## config.mk

```make
export PLATFORM = sky130hd
export DESIGN_NAME = sbo_core
export DESIGN_NICKNAME = d
export VERILOG_FILES = /design/src/rtl/sbo_pkg.sv /design/src/rtl/sbo_core.sv
export VERILOG_INCLUDE_DIRS = /design/src /design/src/rtl
export SDC_FILE = /design/constraint.sdc
export NUM_CORES = 1
export LEC_CHECK = 0
export ABC_CLOCK_PERIOD_IN_PS = 2200
export BUFFER_PORTS_ARGS = -buffer_cell sky130_fd_sc_hd__buf_2
export CORE_ASPECT_RATIO = 0.9
export CORE_MARGIN = 2
export CORE_UTILIZATION = 55
export DETAILED_ROUTE_END_ITERATION = 10
export PLACE_DENSITY = 0.78
export SYNTH_ARGS = -nofsm -noshare
export SYNTH_HDL_FRONTEND = slang
export SYNTH_SLANG_ARGS = --single-unit
```

## constraint.sdc

```tcl
create_clock -name aclk -period 2.2 [get_ports aclk]
set_input_delay 0.66 -clock aclk [delete_from_list [all_inputs] [get_ports aclk]]
set_output_delay 0.66 -clock aclk [all_outputs]
set_load 0.1 [all_outputs]
```

## src/rtl/sbo_regs.svh

```systemverilog
`ifndef SBO_REGS_SVH
`define SBO_REGS_SVH
// register byte offsets
`define SBO_OFF_MAXB  8'h00
`define SBO_OFF_TXLEN 8'h04
`define SBO_OFF_STAT  8'h08
`define SBO_OFF_MASK  8'h0C
`define SBO_OFF_STATE 8'h10
// reset values
`define SBO_MAXB_RST  8'h20
`define SBO_TXLEN_RST 8'h01
`define SBO_MASK_RST  7'h00
// status bit positions
`define SBO_ST_TXERR 0
`define SBO_ST_TXOVR 1
`define SBO_ST_TXFIN 2
`define SBO_ST_RXERR 3
`define SBO_ST_RXTIM 4
`define SBO_ST_RXLEN 5
`define SBO_ST_RXPAR 6
// extra receive byte wait
`define SBO_WAIT_NS  8000
`define SBO_CLK_MHZ  250
`define SBO_WAIT_CYC ((`SBO_WAIT_NS * `SBO_CLK_MHZ + 999) / 1000)
`endif

```

## src/rtl/sbo_pkg.sv

```systemverilog
package sbo_pkg;
  typedef enum logic [1:0] {
    TX_IDLE  = 2'b00,
    TX_RUN   = 2'b01,
    TX_EXTRA = 2'b10
  } sbo_tx_st_t;
  typedef enum logic [1:0] {
    RX_IDLE = 2'b00,
    RX_RUN  = 2'b01,
    RX_WAIT = 2'b10
  } sbo_rx_st_t;
  typedef struct packed {
    logic start;
    logic done;
    logic ack;
  } sbo_tx_ev_t;
  typedef struct packed {
    logic       start;
    logic       done;
    logic       par_err;
    logic       ovr_err;
    logic [7:0] msg_len;
  } sbo_rx_ev_t;
endpackage : sbo_pkg

```

## src/rtl/sbo_core.sv

```systemverilog
`include "sbo_regs.svh"
`timescale 1ns/1ps
`default_nettype none
module sbo_core (
  // clock and reset
  input  wire logic              aclk,
  input  wire logic              aresetn,
  // axi4-lite write
  input  wire logic [7:0]        s_axi_awaddr,
  input  wire logic              s_axi_awvalid,
  output logic                   s_axi_awready,
  input  wire logic [31:0]       s_axi_wdata,
  input  wire logic [3:0]        s_axi_wstrb,
  input  wire logic              s_axi_wvalid,
  output logic                   s_axi_wready,
  output logic [1:0]             s_axi_bresp,
  output logic                   s_axi_bvalid,
  input  wire logic              s_axi_bready,
  // axi4-lite read
  input  wire logic [7:0]        s_axi_araddr,
  input  wire logic              s_axi_arvalid,
  output logic                   s_axi_arready,
  output logic [31:0]            s_axi_rdata,
  output logic [1:0]             s_axi_rresp,
  output logic                   s_axi_rvalid,
  input  wire logic              s_axi_rready,
  // bus framer events
  input  wire sbo_pkg::sbo_tx_ev_t tx_ev,
  input  wire sbo_pkg::sbo_rx_ev_t rx_ev,
  // framer controls and interrupt
  output logic                   tx_extra,
  output logic                   tx_end,
  output logic                   rx_wait,
  output logic                   irq
);
  localparam logic [10:0] WAIT_LIM = 11'(`SBO_WAIT_CYC);

  function automatic logic [7:0] inc8(input logic [7:0] v);
    inc8 = v + 8'h01;
  endfunction : inc8

  logic [7:0]  maxb_r, txlen_r;
  logic [6:0]  stat_r, mask_r, set_v, clr_v;
  sbo_pkg::sbo_tx_st_t tx_st_r, tx_st_nxt;
  sbo_pkg::sbo_rx_st_t rx_st_r, rx_st_nxt;
  logic [7:0]  tx_cnt_r, tx_sent_r, rx_cnt_r, rx_got_r;
  logic        rx_par_r;
  logic [10:0] wait_cnt_r;
  logic        aw_hold_r, w_hold_r;
  logic [7:0]  awaddr_r;
  logic [31:0] wdata_r;
  logic [3:0]  wstrb_r;

  // ---------------- transmit side
  wire [7:0] tx_cnt_inc  = inc8(tx_cnt_r);
  wire [7:0] tx_sent_inc = inc8(tx_sent_r);
  wire tx_run_done = (tx_st_r == sbo_pkg::TX_RUN) && tx_ev.done;
  wire tx_ok_end   = tx_run_done && tx_ev.ack && (tx_sent_inc == txlen_r);
  wire tx_limit    = tx_run_done && !tx_ok_end && (tx_cnt_inc == maxb_r);
  wire tx_x_done   = (tx_st_r == sbo_pkg::TX_EXTRA) && tx_ev.done;

  always_comb begin
    tx_st_nxt = tx_st_r;
    case (tx_st_r)
      sbo_pkg::TX_IDLE:  if (tx_ev.start) tx_st_nxt = sbo_pkg::TX_RUN;
      sbo_pkg::TX_RUN: begin
        if (tx_ok_end) tx_st_nxt = sbo_pkg::TX_IDLE;
        else if (tx_limit) tx_st_nxt = sbo_pkg::TX_EXTRA;
      end
      sbo_pkg::TX_EXTRA: if (tx_ev.done) tx_st_nxt = sbo_pkg::TX_IDLE;
      default: tx_st_nxt = sbo_pkg::TX_IDLE;
    endcase
  end

  always_ff @(posedge aclk) begin
    if (!aresetn) begin
      tx_st_r   <= sbo_pkg::TX_IDLE;
      tx_cnt_r  <= 8'h00;
      tx_sent_r <= 8'h00;
    end else begin
      tx_st_r <= tx_st_nxt;
      if (tx_st_r == sbo_pkg::TX_IDLE) begin
        tx_cnt_r  <= 8'h00;
        tx_sent_r <= 8'h00;
      end else if (tx_run_done) begin
        tx_cnt_r <= tx_cnt_inc;
        if (tx_ev.ack) tx_sent_r <= tx_sent_inc;
      end
    end
  end

  // ---------------- receive side
  wire [7:0] rx_cnt_inc = inc8(rx_cnt_r);
  wire [7:0] rx_got_inc = inc8(rx_got_r);
  wire rx_good     = !rx_ev.par_err && !rx_ev.ovr_err;
  wire rx_run_done = (rx_st_r == sbo_pkg::RX_RUN) && rx_ev.done;
  wire rx_ok_end   = rx_run_done && rx_good && (rx_got_inc == rx_ev.msg_len);
  wire rx_limit    = rx_run_done && !rx_ok_end && (rx_cnt_inc == maxb_r);
  wire rx_x_done   = (rx_st_r == sbo_pkg::RX_WAIT) && rx_ev.done;
  wire rx_timeout  = (rx_st_r == sbo_pkg::RX_WAIT) && !rx_ev.done
                     && (wait_cnt_r == WAIT_LIM - 11'h001);

  always_comb begin
    rx_st_nxt = rx_st_r;
    case (rx_st_r)
      sbo_pkg::RX_IDLE: if (rx_ev.start) rx_st_nxt = sbo_pkg::RX_RUN;
      sbo_pkg::RX_RUN: begin
        if (rx_ok_end) rx_st_nxt = sbo_pkg::RX_IDLE;
        else if (rx_limit) rx_st_nxt = sbo_pkg::RX_WAIT;
      end
      sbo_pkg::RX_WAIT: begin
        if (rx_ev.done || rx_timeout) rx_st_nxt = sbo_pkg::RX_IDLE;
      end
      default: rx_st_nxt = sbo_pkg::RX_IDLE;
    endcase
  end

  always_ff @(posedge aclk) begin
    if (!aresetn) begin
      rx_st_r    <= sbo_pkg::RX_IDLE;
      rx_cnt_r   <= 8'h00;
      rx_got_r   <= 8'h00;
      rx_par_r   <= 1'b0;
      wait_cnt_r <= 11'h000;
    end else begin
      rx_st_r <= rx_st_nxt;
      if (rx_st_r == sbo_pkg::RX_IDLE) begin
        rx_cnt_r <= 8'h00;
        rx_got_r <= 8'h00;
      end else if (rx_run_done) begin
        rx_cnt_r <= rx_cnt_inc;
        if (rx_good) rx_got_r <= rx_got_inc;
      end
      // remember whether the limit byte left a parity error standing
      if (rx_limit) rx_par_r <= rx_ev.par_err;
      if (rx_st_r == sbo_pkg::RX_WAIT) wait_cnt_r <= wait_cnt_r + 11'h001;
      else wait_cnt_r <= 11'h000;
    end
  end

  // ---------------- status events, set wins over clear
  always_comb begin
    set_v = 7'h00;
    set_v[`SBO_ST_TXERR] = tx_limit;
    set_v[`SBO_ST_TXOVR] = tx_x_done && !tx_ev.ack;
    set_v[`SBO_ST_TXFIN] = tx_ok_end || (tx_x_done && tx_ev.ack);
    set_v[`SBO_ST_RXERR] = rx_limit;
    set_v[`SBO_ST_RXTIM] = rx_timeout;
    set_v[`SBO_ST_RXLEN] = rx_x_done && !rx_par_r;
    set_v[`SBO_ST_RXPAR] = rx_x_done && rx_par_r;
  end

  // ---------------- axi4-lite slave
  wire wr_go  = aw_hold_r && w_hold_r && !s_axi_bvalid;
  wire wr_map = (awaddr_r == `SBO_OFF_MAXB) || (awaddr_r == `SBO_OFF_TXLEN)
                || (awaddr_r == `SBO_OFF_STAT) || (awaddr_r == `SBO_OFF_MASK);
  wire rd_go  = s_axi_arvalid && s_axi_arready;
  wire [7:0] ra = {s_axi_araddr[7:2], 2'b00};
  wire rd_map = (ra == `SBO_OFF_MAXB) || (ra == `SBO_OFF_TXLEN)
                || (ra == `SBO_OFF_STAT) || (ra == `SBO_OFF_MASK)
                || (ra == `SBO_OFF_STATE);
  wire [31:0] rd_val =
      (ra == `SBO_OFF_MAXB)  ? {24'h000000, maxb_r} :
      (ra == `SBO_OFF_TXLEN) ? {24'h000000, txlen_r} :
      (ra == `SBO_OFF_STAT)  ? {25'h0000000, stat_r} :
      (ra == `SBO_OFF_MASK)  ? {25'h0000000, mask_r} :
      (ra == `SBO_OFF_STATE) ? {28'h0000000, rx_st_r, tx_st_r} : 32'h00000000;
  wire st_wr = wr_go && (awaddr_r == `SBO_OFF_STAT) && wstrb_r[0];
  assign clr_v = st_wr ? wdata_r[6:0] : 7'h00;

  always_ff @(posedge aclk) begin
    if (!aresetn) begin
      aw_hold_r     <= 1'b0;
      w_hold_r      <= 1'b0;
      awaddr_r      <= 8'h00;
      wdata_r       <= 32'h00000000;
      wstrb_r       <= 4'h0;
      s_axi_awready <= 1'b0;
      s_axi_wready  <= 1'b0;
      s_axi_bvalid  <= 1'b0;
      s_axi_bresp   <= 2'h0;
      s_axi_arready <= 1'b0;
      s_axi_rvalid  <= 1'b0;
      s_axi_rresp   <= 2'h0;
      s_axi_rdata   <= 32'h00000000;
    end else begin
      if (s_axi_awvalid && s_axi_awready) begin
        aw_hold_r <= 1'b1;
        awaddr_r  <= {s_axi_awaddr[7:2], 2'b00};
      end else if (wr_go) begin
        aw_hold_r <= 1'b0;
      end
      if (s_axi_wvalid && s_axi_wready) begin
        w_hold_r <= 1'b1;
        wdata_r  <= s_axi_wdata;
        wstrb_r  <= s_axi_wstrb;
      end else if (wr_go) begin
        w_hold_r <= 1'b0;
      end
      s_axi_awready <= !aw_hold_r && !(s_axi_awvalid && s_axi_awready);
      s_axi_wready  <= !w_hold_r && !(s_axi_wvalid && s_axi_wready);
      if (wr_go) begin
        s_axi_bvalid <= 1'b1;
        s_axi_bresp  <= wr_map ? 2'h0 : 2'h2;
      end else if (s_axi_bready) begin
        s_axi_bvalid <= 1'b0;
      end
      s_axi_arready <= !s_axi_rvalid && !rd_go;
      if (rd_go) begin
        s_axi_rvalid <= 1'b1;
        s_axi_rdata  <= rd_val;
        s_axi_rresp  <= rd_map ? 2'h0 : 2'h2;
      end else if (s_axi_rready) begin
        s_axi_rvalid <= 1'b0;
      end
    end
  end

  // ---------------- registers and outputs
  always_ff @(posedge aclk) begin
    if (!aresetn) begin
      maxb_r   <= `SBO_MAXB_RST;
      txlen_r  <= `SBO_TXLEN_RST;
      mask_r   <= `SBO_MASK_RST;
      stat_r   <= 7'h00;
      tx_extra <= 1'b0;
      tx_end   <= 1'b0;
      rx_wait  <= 1'b0;
      irq      <= 1'b0;
    end else begin
      if (wr_go && wstrb_r[0]) begin
        if (awaddr_r == `SBO_OFF_MAXB)  maxb_r  <= wdata_r[7:0];
        if (awaddr_r == `SBO_OFF_TXLEN) txlen_r <= wdata_r[7:0];
        if (awaddr_r == `SBO_OFF_MASK)  mask_r  <= wdata_r[6:0];
      end
      stat_r   <= (stat_r & ~clr_v) | set_v;
      tx_extra <= (tx_st_nxt == sbo_pkg::TX_EXTRA);
      tx_end   <= tx_ok_end || tx_x_done;
      rx_wait  <= (rx_st_nxt == sbo_pkg::RX_WAIT);
      irq      <= |(((stat_r & ~clr_v) | set_v) & mask_r);
    end
  end

  // ---------------- assertions
  // cycles waited for the extra rx byte, counted apart from the fsm
  localparam logic [11:0] WAIT_SEEN = 12'(`SBO_WAIT_CYC);
  logic [11:0] wt_seen_r;
  always_ff @(posedge aclk) begin
    if (!aresetn) begin
      wt_seen_r <= 12'h000;
    end else if (rx_wait && !rx_ev.done) begin
      wt_seen_r <= wt_seen_r + 12'h001;
    end else begin
      wt_seen_r <= 12'h000;
    end
  end
endmodule : sbo_core
`default_nettype wire

```

==> impl_metrics.yaml <==
run_status:
  status: "complete, no violations"
floorplanning:
  fp.coreArea_um2: 10700
  die_height_um: 103
  initial_core_util_pct: 55.8
  fp.dieW_um: 114
  die-area_um2: 11700
  fp-row-count: 36
  io_pins: 119
synth:
  yosys.area_share.simple_pct: 26.3
  async_flop_share_pct: 0
  yosysUniqueCellTypes: 68
  synth.area.mux_share_pct: 3.40
  yosys_warnings: 0
  avgSynthCellArea_um2: 8.11
  syn_area_um2: 5960
  synth_ff_type: "dfxtp_1"
  ys_seq_area_share_pct: 38.3
  synth_edf_count: 0
  synth_top_family_by_area: "simple AND/OR/NAND/NOR gates"
  synth_xor_area_share_pct: 9.56
  netlist_instances: 734
  synth_compound_area_share_pct: 14.6
  synth_fa_ha_area_share_pct: 1.05
  ys_seq_elements: 114
power_and_ir_drop:
  power_frac_clock_pct: 51.3
  power_frac_seq_pct: 39.2
  leakage_nw: 2.66
  pwr-share-comb_pct: 9.5
  powerDensity_nw_per_um2: 769
  internal_power_mw: 4.00
  ir_drop_mv: 0.895
  p_sw_mw: 1.45
  power.total_mw: 5.44
  sw_frac_of_total_pct: 26.6
global_route:
  grt_usage_pct: 26.1
  antenna_found_initial: 0
  grt-ovfl-total: 0
  grt_pass1_vias: 5209
  grt_pass1_wl_mm: 24.3
  grt_start_max_net_pins: 40
setup_path:
  critical_path_class: "flop to flop"
  cp_data_arrival_time_ns: 2.35
  reg2reg_depth: 7
  crit_required_ns: 2.46
  path_depth: 7
  start_kind: "flop"
  crit_family: "compound AO/OA/AOI/OAI gates"
  cp_max_fo: 5
  critPathMaxStageDelay_ns: 0.33
  crit_path_cell_trace: "nor4_4, and3_4, nand4_1, a32o_1, a211o_1, a221oi_2, a41oi_1"
  cp.buffers_inverters: 0
  cp-end-kind: "flop"
  critPathSlowestCell: "dfxtp_1"
timing:
  timing.setup.tns_ns: 0
  rsz0062_at_grt: "false"
  finalHoldViolCount: 0
  drv_slew: 0
  slew_headroom_pct: 62.6
  setup_viol: 0
  fin_skew_ns: 0.00764
  max_freq_ghz: 0.479
  period_share_pct: 94.8
  worstMarginPinSlew_ns: 0.560
  min_period_ns: 2.09
clock_network:
  cts_buffers: 17
  htreeDepth: 4
  clkSinkCount: 114
  clock_path_buffers: 2
  tritoncts: "built"
  clk_latency_ns: 0.41
  clkTransAtPathRegs_ns: 0.06
  root_buffer: "clkbuf_16"
min_path:
  hold_depth: 1
  hp-class: "flop to flop"
route:
  drt_drc_violations_left: 0
  first_pass_iters: 5
  vias: 5387
  first_iter_violations: 496
  antenna_left: 0
  via_per_inst: 5.66
  wl_per_cell_um: 15.6
  drt_wl_total_mm: 14.8
final_layout:
  antenna_cells: 0
  syn_to_final_growth_pct: 18.9
  post-route-cell-area_um2: 7080
  nNetsFinal: 884
  final_cell_mix: "106 x nand2_1, 106 x dfxtp_1, 73 x nor2_1, 70 x a21oi_1, 61 x buf_2"
  final_cell_count_no_fill: 951
  final_layout_size_suffix_gt1_share_pct: 19.3
placement:
  place_congestion: 0.894
  post-dp-hpwl_mm: 10.5
  numPortBuffers: 61
  placed_cells: 918
  dpl-instance-area_um2: 6380
flow_run:
  max-cap-violations: 0
[timing repair]
action                                 in CTS  in global routing
hold buffers                                0                  0
setup endpoints to repair                   0                  9
endpoints found under the hold margin       0                  0
gates resized for setup                     0                 23
buffers inserted                            0                  1
[worst reg2reg max path, cell delays in order (launching register included)]
cell,delay (ns)
dfxtp_1,0.33
nor4_4,0.31
and3_4,0.26
nand4_1,0.11
a32o_1,0.31
a211o_1,0.29
a221oi_2,0.19
a41oi_1,0.15
[cell type report]
| type | instances | area, um^2 |
|---|---|---|
| Clock buffer | 17 | 425 |
| Clock inverter | 15 | 181 |
| Fill cell | 882 | 3590 |
| Inverter | 11 | 41.3 |
| Multi-Input combinational cell | 572 | 3450 |
| Sequential cell | 114 | 2290 |
| Tap cell | 133 | 166 |
| Timing Repair Buffer | 89 | 528 |
[cells in the mapped netlist, types with 11 or more instances]
master	count	share of area, %
a21oi_1	70	5.9
buf_4	27	3.4
clkbuf_1	24	1.5
dfxtp_1	114	38
mux2i_1	18	3.0
nand2_1	106	6.7
nand2b_1	11	1.2
nand3_1	28	2.4
nand4_1	15	1.6
nor2_1	73	4.6
nor2b_1	12	1.3
nor3_1	12	1.0
o21ai_0	21	1.8
xnor2_1	40	5.9
xor2_1	25	3.7
[path summary, 6_finish.rpt]
path | startpoint | endpoint | slack (ns)
hold / removal | aw_hold_r | s_axi_awready | 0.44
hold reg to reg | aw_hold_r | s_axi_awready | 0.44
setup reg to reg | awaddr_r[7] | irq | 0.11
setup / recovery | awaddr_r[7] | irq | 0.11
[power groups by stage]
stage | Clock (mW) | Combinational, mW | Sequential (mW)
6_report | 2.79 | 0.515 | 2.13
5_1_grt | 2.95 | 0.547 | 2.13
4_1_cts | 2.83 | 0.509 | 2.13
3_5_place_dp | 0 | 0.508 | 2.18
3_3_place_gp | 0 | 0.500 | 2.17
2_1_floorplan | 0 | 0.368 | 2.23
[state kept, by name, indices dropped and copies added, names as in the netlist, 2 cells and up]
signal	count
tx_cnt_r	8
awaddr_r	6
txlen_r	8
wait_cnt_r	11
tx_sent_r	8
rx_st_r	2
rx_cnt_r	8
mask_r	7
s_axi_rdata	8
maxb_r	8
rx_got_r	8
wdata_r	8
stat_r	7
tx_st_r	2
[metal layers]
metal / vias to the layer above / GRT usage [%] / share of wire [%]
li1: 2630 / - / -
met1: 2538 / 31.2 / 42
met2: 191 / 45.8 / 50
met3: 28 / 6.76 / 6.1
met4: 0 / 9.66 / 2.1
met5: - / 0 / 0
[logic make-up after synthesis]
kind of cell / Yosys count
AOI/OAI and AO/OA: 140
xor gates and xnor gates: 65
adders and majority gates: 5
buffers and inverters: 73
DFF: 114
muxes: 19
other: 1
and+or+nand+nor: 317
[per-stage QoR]
stage	setup WS, ns	hold WS, ns	utilization [%]
after detailed placement	-0.0640	0.428	59.8
after floorplan	0.0911	0.406	-
after CTS	0.0196	0.436	65.5
after global placement	-0.0456	0.425	59.8
final	0.114	0.437	66.3
after global routing	0.00200	0.443	66.3
Power figures use the tool's default switching activity.
